===== config.mk =====
export PLATFORM = sky130hd
export DESIGN_NAME = bcid_decoder
export DESIGN_NICKNAME = d
export VERILOG_FILES = /design/src/shared/bcid_pkg.sv /design/src/logic/bcid_decoder.sv
export SDC_FILE = /design/constraint.sdc
export NUM_CORES = 1
export LEC_CHECK = 0
export CORE_MARGIN = 2
export CORE_UTILIZATION = 56
export CTS_BUF_LIST = sky130_fd_sc_hd__clkbuf_8
export DETAILED_ROUTE_END_ITERATION = 16
export DONT_BUFFER_PORTS = 1
export PLACE_DENSITY = 0.71
export SKIP_CTS_REPAIR_TIMING = 1
export SYNTH_ARGS = -nofsm -noshare
export SYNTH_HDL_FRONTEND = slang
export SYNTH_SLANG_ARGS = --single-unit

===== constraint.sdc =====
create_clock -name clk_sys -period 6.61 [get_ports clk_sys]
set_input_delay 0 -clock clk_sys [delete_from_list [all_inputs] [get_ports clk_sys]]
set_output_delay 0 -clock clk_sys [all_outputs]
set_load 0.01 [all_outputs]

===== src/shared/bcid_pkg.sv =====
// Register map, decode tables and types for the byte-code instruction decoder
package bcid_pkg;
  // Register offsets (byte addresses, one aligned word each)
  localparam logic [7:0] ADR_INSN = 8'h00;
  localparam logic [7:0] ADR_PC = 8'h04;
  localparam logic [7:0] ADR_OPND = 8'h08;
  localparam logic [7:0] ADR_DEC = 8'h0c;
  localparam logic [7:0] ADR_TGT = 8'h10;
  localparam logic [7:0] ADR_RES = 8'h14;
  localparam logic [7:0] ADR_IRQ = 8'h18;
  // Reset values
  localparam logic [23:0] RST_INSN = 24'h000000;
  localparam logic [15:0] RST_PC = 16'h0000;
  localparam logic [19:0] RST_OPND = 20'h00000;
  // Decode word fields
  localparam int DEC_LEN = 0;
  localparam int DEC_CYC = 2;
  localparam int DEC_MODE = 5;
  localparam int DEC_REG = 9;
  localparam int DEC_IND = 14;
  localparam int DEC_FLAG = 15;
  localparam int DEC_REL = 21;
  localparam int DEC_VALID = 22;
  localparam int DEC_W = 23;
  // Flag effect mask bits
  localparam int FM_SETC = 0;
  localparam int FM_CLRC = 1;
  localparam int FM_UPDC = 2;
  localparam int FM_UPDOV = 3;
  localparam int FM_UPDAC = 4;
  localparam int FM_SW = 5;
  // Status word byte address and its bit-address page
  localparam logic [7:0] SW_BYTE = 8'hd0;
  localparam logic [4:0] SW_BITPAGE = 5'h1a;
  // Interrupt response window in oscillator periods, one clock per period here
  localparam logic [6:0] IRQ_MIN_OSC = 7'h26;
  localparam logic [6:0] IRQ_MAX_OSC = 7'h51;
  localparam logic [6:0] OSC_PER_MCYC = 7'h0c;
  // Length/cycle tables: one nibble per high opcode nibble, {len[1:0], cycles-1[1:0]}
  localparam logic [63:0] TBL_LO0 = 64'h559999d99999ddd4;
  localparam logic [63:0] TBL_LO1 = 64'h9999999999999999;
  localparam logic [63:0] TBL_LO2 = 64'h55888899988855dd;
  localparam logic [63:0] TBL_LO3 = 64'h554445555ddd4444;
  localparam logic [63:0] TBL_LO4 = 64'h4444d78788888844;
  localparam logic [63:0] TBL_LO5 = 64'h88d8d08dd8888888;
  localparam logic [63:0] TBL_LOI = 64'h4444d94984444444;
  localparam logic [63:0] TBL_LOR = 64'h4494d94984444444;
  // Operand addressing modes
  typedef enum logic [3:0] {
    MODE_NONE, MODE_REG, MODE_DIRECT, MODE_INDIRECT, MODE_IMM, MODE_IMM16,
    MODE_BIT, MODE_PAGE, MODE_LONG, MODE_EXT, MODE_CODE, MODE_REL
  } bcid_mode_e;
endpackage : bcid_pkg


===== src/logic/bcid_decoder.sv =====
// Byte-code instruction decoder with a classic Wishbone register slave
//
// The Wishbone interface to the registers and the register offsets are this design's own decisions.
`timescale 1ns/1ps
`default_nettype none
module bcid_decoder
  import bcid_pkg::*;
(
  input wire logic clk_sys, // Core clock, 10 MHz
  input wire logic arst_n, // Asynchronous reset, active low
  input wire logic wb_cyc_i, // Bus cycle
  input wire logic wb_stb_i, // Strobe
  input wire logic wb_we_i, // Write enable
  input wire logic [7:0] wb_adr_i, // Byte address
  input wire logic [3:0] wb_sel_i, // Byte lanes
  input wire logic [31:0] wb_dat_i, // Write data
  output logic [31:0] wb_dat_o, // Read data
  output logic wb_ack_o, // Acknowledge
  output logic [1:0] insnLen, // Decoded length in bytes
  output logic [2:0] insnCycles, // Decoded machine cycles
  output logic [15:0] branchTarget, // Decoded branch target
  output logic irqVectorReady // Service routine may start
);

  typedef struct packed {
    logic ack;
    logic [31:0] rdat;
    logic [23:0] insn;
    logic [15:0] pc;
    logic [19:0] opnd;
    logic [DEC_W-1:0] dec;
    logic [31:0] tgt;
    logic [18:0] res;
    logic [6:0] irqCnt;
    logic irqBusy;
    logic irqDone;
  } bcid_state_s;

  bcid_state_s st_q, st_d;
  logic [1:0] rstPipe_q;
  logic rstN;
  logic [7:0] op, b2, b3, acc, ram, relByte;
  logic [3:0] hi, lo, ent;
  logic [1:0] len, bank;
  logic [2:0] cyc;
  logic [5:0] fmask;
  logic [4:0] regAddr;
  logic [15:0] follow, target;
  logic [7:0] accN, ramN;
  logic carry, bitVal, carN, brN, bclrN, relBr, valid;
  logic [6:0] latency;
  logic wbReq;
  bcid_mode_e mode;

  // Release reset through two flops so the whole block leaves reset on one edge
  always_ff @(posedge clk_sys or negedge arst_n) begin
    if (!arst_n) begin
      rstPipe_q <= 2'b00;
    end else begin
      rstPipe_q <= {rstPipe_q[0], 1'b1};
    end
  end
  assign rstN = rstPipe_q[1];

  // Byte-lane merge for partial writes
  function automatic logic [31:0] laneMerge(input logic [31:0] old, input logic [31:0] nw, input logic [3:0] sel);
    logic [31:0] r;
    r = old;
    for (int i = 0; i < 4; i++) begin
      if (sel[i]) begin
        r[8*i +: 8] = nw[8*i +: 8];
      end
    end
    return r;
  endfunction : laneMerge

  // Decode, datapath effects, interrupt timing and bus slave
  always_comb begin
    st_d = st_q;
    op = st_q.insn[7:0];
    b2 = st_q.insn[15:8];
    b3 = st_q.insn[23:16];
    hi = op[7:4];
    lo = op[3:0];
    acc = st_q.opnd[7:0];
    ram = st_q.opnd[15:8];
    carry = st_q.opnd[16];
    bitVal = st_q.opnd[17];
    bank = st_q.opnd[19:18];
    // Table lookup by low nibble, entry by high nibble
    case (lo)
      4'h0: ent = TBL_LO0[4*hi +: 4];
      4'h1: ent = TBL_LO1[4*hi +: 4];
      4'h2: ent = TBL_LO2[4*hi +: 4];
      4'h3: ent = TBL_LO3[4*hi +: 4];
      4'h4: ent = TBL_LO4[4*hi +: 4];
      4'h5: ent = TBL_LO5[4*hi +: 4];
      4'h6, 4'h7: ent = TBL_LOI[4*hi +: 4];
      default: ent = TBL_LOR[4*hi +: 4];
    endcase
    len = ent[3:2];
    cyc = 3'(ent[1:0]) + 3'h1;
    valid = (len != 2'h0); // Reserved opcode decodes with zero length
    // Relative branches: bit tests, flag tests, short jump, compare and decrement forms
    relBr = (lo == 4'h0 && hi >= 4'h1 && hi <= 4'h8) || (hi == 4'hb && lo >= 4'h4)
      || (hi == 4'hd && (lo == 4'h5 || op[3]));
    // Primary operand mode
    if (lo == 4'h1) begin
      mode = MODE_PAGE;
    end else if (op == 8'h02 || op == 8'h12) begin
      mode = MODE_LONG;
    end else if (op == 8'h90) begin
      mode = MODE_IMM16;
    end else if ((hi >= 4'he) && (lo == 4'h0 || lo == 4'h2 || lo == 4'h3)) begin
      mode = MODE_EXT;
    end else if (op == 8'h73 || op == 8'h83 || op == 8'h93) begin
      mode = MODE_CODE;
    end else if (op[3]) begin
      mode = MODE_REG;
    end else if (lo == 4'h6 || lo == 4'h7) begin
      mode = MODE_INDIRECT;
    end else if ((lo == 4'h2 && hi >= 4'h7 && hi <= 4'hd) || (lo == 4'h0 && hi >= 4'h1 && hi <= 4'h3)
      || (lo == 4'h0 && (hi == 4'ha || hi == 4'hb))) begin
      mode = MODE_BIT;
    end else if (lo == 4'h5 || (lo == 4'h3 && hi >= 4'h4 && hi <= 4'h6) || (lo == 4'h2 && hi >= 4'h4)
      || (lo == 4'h0 && (hi == 4'hc || hi == 4'hd))) begin
      mode = MODE_DIRECT;
    end else if (lo == 4'h4 && ((hi >= 4'h2 && hi <= 4'h7) || hi == 4'h9 || hi == 4'hb)) begin
      mode = MODE_IMM;
    end else if (relBr) begin
      mode = MODE_REL;
    end else begin
      mode = MODE_NONE;
    end
    // Register file address of a working register or pointer register
    regAddr = (mode == MODE_INDIRECT || (mode == MODE_EXT && lo != 4'h0)) ? {bank, 2'b00, op[0]}
      : {bank, op[2:0]};
    // Flag effects
    fmask = 6'h00;
    if (hi == 4'h2 || hi == 4'h3 || hi == 4'h9) begin
      if (lo >= 4'h4) begin
        fmask = 6'h1c;
      end
    end
    if (op == 8'ha4 || op == 8'h84) begin
      fmask = 6'h0a;
    end
    if (op == 8'hd4 || op == 8'h13 || op == 8'h33 || (hi == 4'hb && lo >= 4'h4) || op == 8'hb3
      || op == 8'h72 || op == 8'h82 || op == 8'ha0 || op == 8'hb0 || op == 8'ha2) begin
      fmask = 6'h04;
    end
    if (op == 8'hd3) begin
      fmask = 6'h01;
    end
    if (op == 8'hc3) begin
      fmask = 6'h02;
    end
    // A direct-mode touch of the status word byte or a bit-mode touch of one of its bits also updates flags
    if ((mode == MODE_DIRECT && (op == 8'h85 ? b3 : b2) == SW_BYTE) || (mode == MODE_BIT && b2[7:3] == SW_BITPAGE)) begin
      fmask[FM_SW] = 1'b1;
    end
    // Branch targets from the address of the byte after the instruction; the long form is absolute
    follow = st_q.pc + 16'(len);
    relByte = (len == 2'h3) ? b3 : b2;
    case (mode)
      MODE_PAGE: target = {follow[15:11], op[7:5], b2};
      MODE_LONG: target = {b2, b3};
      default: target = follow + {{8{relByte[7]}}, relByte};
    endcase
    // Datapath effects the decoder resolves itself
    accN = acc;
    ramN = ram;
    carN = carry;
    brN = 1'b0;
    bclrN = 1'b0;
    case (op)
      8'hc4: accN = {acc[3:0], acc[7:4]};
      8'hd6, 8'hd7: begin
        accN = {acc[7:4], ram[3:0]};
        ramN = {ram[7:4], acc[3:0]};
      end
      8'h33: begin
        accN = {acc[6:0], carry};
        carN = acc[7];
      end
      8'h13: begin
        accN = {carry, acc[7:1]};
        carN = acc[0];
      end
      8'h23: accN = {acc[6:0], acc[7]};
      8'h03: accN = {acc[0], acc[7:1]};
      8'hd3: carN = 1'b1;
      8'hc3: carN = 1'b0;
      8'hb3: carN = ~carry;
      8'h10: begin
        brN = bitVal;
        bclrN = bitVal;
      end
      8'h20: brN = bitVal;
      8'h30: brN = ~bitVal;
      8'h40: brN = carry;
      8'h50: brN = ~carry;
      8'h60: brN = (acc == 8'h00);
      8'h70: brN = (acc != 8'h00);
      8'h80: brN = 1'b1;
      8'hb4: brN = (acc != b2);
      default: brN = 1'b0;
    endcase
    st_d.dec = {valid, relBr, fmask, (mode == MODE_INDIRECT), regAddr, 4'(mode), cyc, len};
    st_d.tgt = {follow, target};
    st_d.res = {bclrN, brN, carN, ramN, accN};
    // Response window: finish the current instruction, then respond and push
    latency = IRQ_MIN_OSC + 7'(OSC_PER_MCYC * 7'(cyc - 3'h1));
    if (latency > IRQ_MAX_OSC) begin
      latency = IRQ_MAX_OSC;
    end
    if (st_q.irqBusy) begin
      st_d.irqCnt = st_q.irqCnt - 7'h01;
      if (st_q.irqCnt == 7'h01) begin
        st_d.irqBusy = 1'b0;
        st_d.irqDone = 1'b1;
      end
    end
    // Bus slave: ack one cycle after the request, dropped the cycle after
    wbReq = wb_cyc_i && wb_stb_i && !st_q.ack;
    st_d.ack = wbReq;
    st_d.rdat = 32'h00000000;
    if (wbReq && wb_we_i) begin
      case (wb_adr_i)
        ADR_INSN: st_d.insn = 24'(laneMerge({8'h00, st_q.insn}, wb_dat_i, wb_sel_i));
        ADR_PC: st_d.pc = 16'(laneMerge({16'h0000, st_q.pc}, wb_dat_i, wb_sel_i));
        ADR_OPND: st_d.opnd = 20'(laneMerge({12'h000, st_q.opnd}, wb_dat_i, wb_sel_i));
        ADR_IRQ: begin
          // A request while one is pending is ignored; the old one keeps its timing
          if (wb_sel_i[0] && wb_dat_i[0] && !st_q.irqBusy) begin
            st_d.irqBusy = 1'b1;
            st_d.irqDone = 1'b0;
            st_d.irqCnt = latency;
          end
        end
        default: st_d.rdat = 32'h00000000;
      endcase
    end else if (wbReq) begin
      case (wb_adr_i)
        ADR_INSN: st_d.rdat = {8'h00, st_q.insn};
        ADR_PC: st_d.rdat = {16'h0000, st_q.pc};
        ADR_OPND: st_d.rdat = {12'h000, st_q.opnd};
        ADR_DEC: st_d.rdat = {9'h000, st_q.dec};
        ADR_TGT: st_d.rdat = st_q.tgt;
        ADR_RES: st_d.rdat = {13'h0000, st_q.res};
        ADR_IRQ: st_d.rdat = {16'h0000, 1'b0, st_q.irqCnt, 6'h00, st_q.irqDone, st_q.irqBusy};
        default: st_d.rdat = 32'h00000000;
      endcase
    end
  end

  // State register
  always_ff @(posedge clk_sys or negedge rstN) begin
    if (!rstN) begin
      st_q <= '{ack: 1'b0, rdat: 32'h00000000, insn: RST_INSN, pc: RST_PC, opnd: RST_OPND,
        dec: '0, tgt: 32'h00000000, res: 19'h00000, irqCnt: 7'h00, irqBusy: 1'b0, irqDone: 1'b0};
    end else begin
      st_q <= st_d;
    end
  end

  // Outputs straight from the state flops
  assign wb_ack_o = st_q.ack;
  assign wb_dat_o = st_q.rdat;
  assign insnLen = st_q.dec[DEC_LEN +: 2];
  assign insnCycles = st_q.dec[DEC_CYC +: 3];
  assign branchTarget = st_q.tgt[15:0];
  assign irqVectorReady = st_q.irqDone;
endmodule : bcid_decoder
`default_nettype wire


**After elaboration in Yosys (flattened, before gate mapping)**

Cells that the tools add are included.
Widths: inputs -> output; s select.

- $add $sub $neg: 6
- $mul: 1
- $lt $le $gt $ge: 12
- Eq/ne operators: 65
- Shifts and indexed selects: 8
- Multiplexer cells: 37
- Bitwise operators: 2
- Reduce and logical (&&, ||, !) cells: 74

Operators with widths:

| operator | count |
|---|---|
| $shiftx 64x7->4 const A | 8 |
| $pmux 32 s7 | 1 |
| $eq 8x8->1 const B | 20 |
| $mux 32 | 2 |
| $eq 8x5->1 const B | 6 |
| $eq 8x7->1 const B | 6 |
| $mux 4 | 12 |
| $pmux 8 s6 | 1 |
| $mux 9 | 4 |
| $eq 8x6->1 const B | 4 |
| $logic_or 1x1->1 | 32 |
| $pmux 16 s2 | 1 |
| $eq 4x4->1 const B | 7 |
| $pmux 4 s7 | 1 |
| $eq 4x2->1 const B | 6 |
| $eq 4x3->1 const B | 6 |
| $mux 6 | 4 |
| $reduce_and 3->1 | 8 |
| $logic_and 1x1->1 | 23 |
| $add 16x16->16 | 1 |
| $add 16x2->16 | 1 |
| $eq 8x2->1 const B | 2 |
| $eq 8x4->1 const B | 2 |
| $logic_not 8->1 | 2 |
| other kinds (34) | 45 |

- Flip-flop bits (word level): 178
- Output and inout bits: 55
- Logic and storage cells: 222

**Longest topological paths before layout**

- Depth in word-level cells: 20
- Gate-level depth with buffers: 22

**Worst setup path before layout**

OpenSTA, ideal clock, no wires.

- Path kind: reg2reg
- From: register st_q (netlist bit lo[2])
- To: register st_q (netlist bit branchTarget[15])
- Library setup time: 87 ps
- Arrival: 4372 ps
- Data required time: 6523 ps
- Path slack: 2152 ps
- Stages on the path, launching flop included: 23
- Buffers on the path: 2
- Clock period less this slack: 4458 ps
- Path through: dfrtp_1 buf_6 or2_1 buf_2 nor2_4 a211oi_1 o32ai_2 ha_1 inv_1 fa_1 nor2_1 and3_1 nand3_1 xnor2_1 ha_1 o21a_1 nor3_1 a211oi_1 a21oi_1 o31ai_1 xnor2_1 a21oi_1 o211ai_1

RTL lines:

| element | RTL line | RTL |
|---|---|---|
| start: declaration | bcid_decoder.sv:39 | `bcid_state_s st_q, st_d;` |
| start signal: assignment | bcid_decoder.sv:260 | `st_q <= '{ack: 1'b0, rdat: 32'h00000000, insn: RST_INSN, pc: RST_PC, opnd: RST_OPND,` |
| start signal: assignment | bcid_decoder.sv:263 | `st_q <= st_d;` |

==> flow_summary.toml <==
[run_status]
outcome = "finished with violations"
violations = "hold timing"

[placed_design]
port_buffers = 0
dp_slack_ns = 1.05
place_hpwl_um = 20500
place.gp.congestion = 0.916

[synthesis]
synth_cells = 1000
yosysTopAreaCellShare = 0.446
synth.avg_cell_area_um2 = 10.0
synth_ff_type = "dfrtp_1"
synth.distinct_cells = 75
synthTopCellsByArea = "dfrtp_1 45%, mux2_2 7.9%, buf_4 4.2%"
ys_seq_elements = 178
syn_area_um2 = 10000
async_reset_ff_frac = 1.00
synth_most_common_cell = "dfrtp_1"
synth_nets = 1072
ys_seq_area_frac = 0.446
synth_edf_count = 0
yosys_warnings = 0
yosysTopAreaCell = "dfrtp_1"
yosys-top-cells-count = "178 x dfrtp_1, 78 x nand2_1, 70 x mux2_2, 63 x nor2_1, 59 x o21ai_0"

[global_route]
grt_pass1_vias = 7407
grt_pass1_wl_um = 43400
grt_use_met1 = 0.433
overflow = 0
grt_max_degree = 81
met3_usage = 0.0673
antenna_found_initial = 0
use_met2 = 0.475
grt_busiest_layer = "met2"
grt_util_all_layers = 0.310

[power]
clkPwrFrac = 0.376
p_comb_frac = 0.086
vdd_drop_max_uv = 170
p_int_mw = 1.57
p_seq_frac = 0.538
p_switching_uw = 630
p_leak_nw = 4.67
power_density_nw_per_um2 = 209
swShare = 0.286

[sta]
setup_violations = 0
finalHoldViolations = 3
rsz0062_at_grt = "no"
setup_ws_ns = 0.845
max_slew_margin = 0.223
finalCriticalPeriod_ns = 5.76
final_max_slew_viol_count = 0
clock.fmax_ghz = 0.173
setup_tns_ns = 0
tightest_slew_ns = 1.16
fin_crit_sh = 0.872
hold-worst-slack_ns = -0.0534
fin_skew_ns = 0.0213

[setup_path]
cp_max_fo = 16
crit_type = "reg -> reg"
worstPathRequired_ns = 7.01
critPathArrivalTime_ns = 6.16
crit_path_end_kind = "flip-flop"
worst_setup_path_start_kind = "flip-flop"
reg2reg_slack_ns = 0.85

[run]
cap_violations = 0

[drt]
vias = 7971
viasPerCell = 6.67
route.detailed.drc = 0
wl_um = 28800
drt-initial-drc-count = 1188
avgRoutedWirePerCell_um = 24.1
drt_pass1_iterations = 7
postRouteAntennaNets = 0

[clock_network]
clk_pin_slew_ns = 0.11
cts_root_buffer = "clkbuf_8"
cts_made_buffers = 17
htreeDepth = 4
clockBufferDepth = 2
cts_sinks = 178
clk_latency_ns = 0.48
cts_tree = "done"

[floorplan]
die_y_um = 138
boundaryPins = 104
dieArea_um2 = 18900
start_util = 0.576
row_count = 48
core_area_um2 = 17400
die-width_um = 138

[final_layout]
drive_gt1_frac = 0.147
multi_input_area_um2 = 4780
syn_to_final_growth_pct = 5.52
fillers = 1433
n_antenna_cell = 0
regArea_um2 = 4460
nets = 1029

[hold_path]
hold_class = "in -> reg"
-- state kept, by name, summed over array words and instances (netlist names) --
register and count:
wb_ack_o 1, b2 8, rstPipe_q 2, insnCycles 3, acc 8, bank 2
st_q 77, wb_dat_o 32, branchTarget 16, b3 8, lo 4, bitVal 1
ram 8, carry 1, irqVectorReady 1, hi 4, insnLen 2
-- cells in the final DEF, fill, tap and decap left out, types with 8 or more instances in the layout --
master	netlist	final
clkbuf_8	0	17
dlygate4sd3_1	0	35
a22o_1	8	8
a211oi_1	9	9
nand2_1	78	78
buf_4	56	18
and2_1	14	14
ha_1	21	21
nand3_1	18	18
inv_1	23	23
a31oi_1	16	16
mux2i_1	20	20
a21oi_1	46	46
or3_1	9	9
dfrtp_1	178	177
mux2_2	70	70
xor2_1	14	14
a22oi_1	54	54
o21ai_0	59	59
a222oi_1	9	9
nor3_1	19	18
nand2b_1	9	9
xnor2_1	30	30
nor2_1	63	63
-- kinds of logic (layout without fill, tap and decap cells) --
family / count (synthesis) / in the layout / synth area share
flip-flops: 178 / 178 / 0.446
AND/OR/NAND/NOR: 275 / 275 / 0.141
buffers and inverters: 140 / 110 / 0.0765
adder cells (fa/ha/maj): 23 / 23 / 0.0303
other: 1 / 1 / 0.000375
multiplexers: 90 / 90 / 0.0989
AO/OA/AOI/OAI: 249 / 249 / 0.168
XOR/XNOR: 44 / 44 / 0.0386
-- routing by layer --
layer	vias to the layer above	part of all wire
met2	483	0.46
met4	0	0.035
met5	-	0
met1	3945	0.40
li1	3478	-
met3	65	0.10
-- per-stage QoR --
| step | instances | total power, mW | util | hold slack (ns) | instance area [um2] |
|---|---|---|---|---|---|
| 3_3_place_gp | 1128 | 1.36 | 0.562 | -0.296 | 9750 |
| 5_1_grt | 1195 | 2.29 | 0.608 | 0.00576 | 10500 |
| 6_report | 1195 | 2.20 | 0.608 | -0.0534 | 10500 |
| 4_1_cts | 1160 | 2.19 | 0.588 | -0.818 | 10200 |
| 3_5_place_dp | 1128 | 1.37 | 0.562 | -0.296 | 9750 |
| 2_1_floorplan | 1000 | 1.33 | - | -0.296 | 10000 |
-- final cells by class --
| type | instances | share of cell area |
|---|---|---|
| Inverter | 25 | 0.00890 |
| Clock buffer | 17 | 0.0222 |
| Multi-Input combinational cell | 682 | 0.453 |
| Clock inverter | 15 | 0.0202 |
| Sequential cell | 178 | 0.423 |
| Timing Repair Buffer | 53 | 0.0460 |
| Tap cell | 225 | 0.0267 |
-- worst max-delay path, cell delays in order, from the launching register on --
cell and delay (ns):
dfrtp_1 0.75, nand2_2 0.26, nor2_4 0.33, a211oi_1 0.11, o32ai_2 0.54, ha_1 0.28
inv_1 0.06, fa_1 0.42, nor2_1 0.18, and3_1 0.28, nand3_1 0.12, xnor2_1 0.19
ha_1 0.42, o21a_1 0.16, nor3_1 0.05, a211oi_1 0.30, a21oi_1 0.14, o31ai_1 0.63
xnor2_1 0.19, a21oi_1 0.08, o211ai_1 0.19
-- power groups by stage --
| stage | logic, mW | registers (mW) | clock network, mW |
|---|---|---|---|
| 3_3_place_gp | 0.160 | 1.20 | 0 |
| 2_1_floorplan | 0.141 | 1.19 | 0 |
| 5_1_grt | 0.211 | 1.19 | 0.885 |
| 6_report | 0.189 | 1.19 | 0.829 |
| 4_1_cts | 0.166 | 1.18 | 0.835 |
| 3_5_place_dp | 0.164 | 1.21 | 0 |
-- final timing paths --
kind                       depth (start not counted)               end          from
setup / recovery                                  20  branchTarget[15]         lo[0]
hold / removal                                     4      wb_dat_o[13]   wb_adr_i[2]
setup reg to reg                                  20  branchTarget[15]         lo[0]
hold reg to reg                                    0             b3[5]  rstPipe_q[1]
max in group asynchronous                          1       wb_dat_o[3]  rstPipe_q[1]
min in group asynchronous                          0             b3[5]  rstPipe_q[1]
Note: power is estimated with default switching activity, not from simulation.
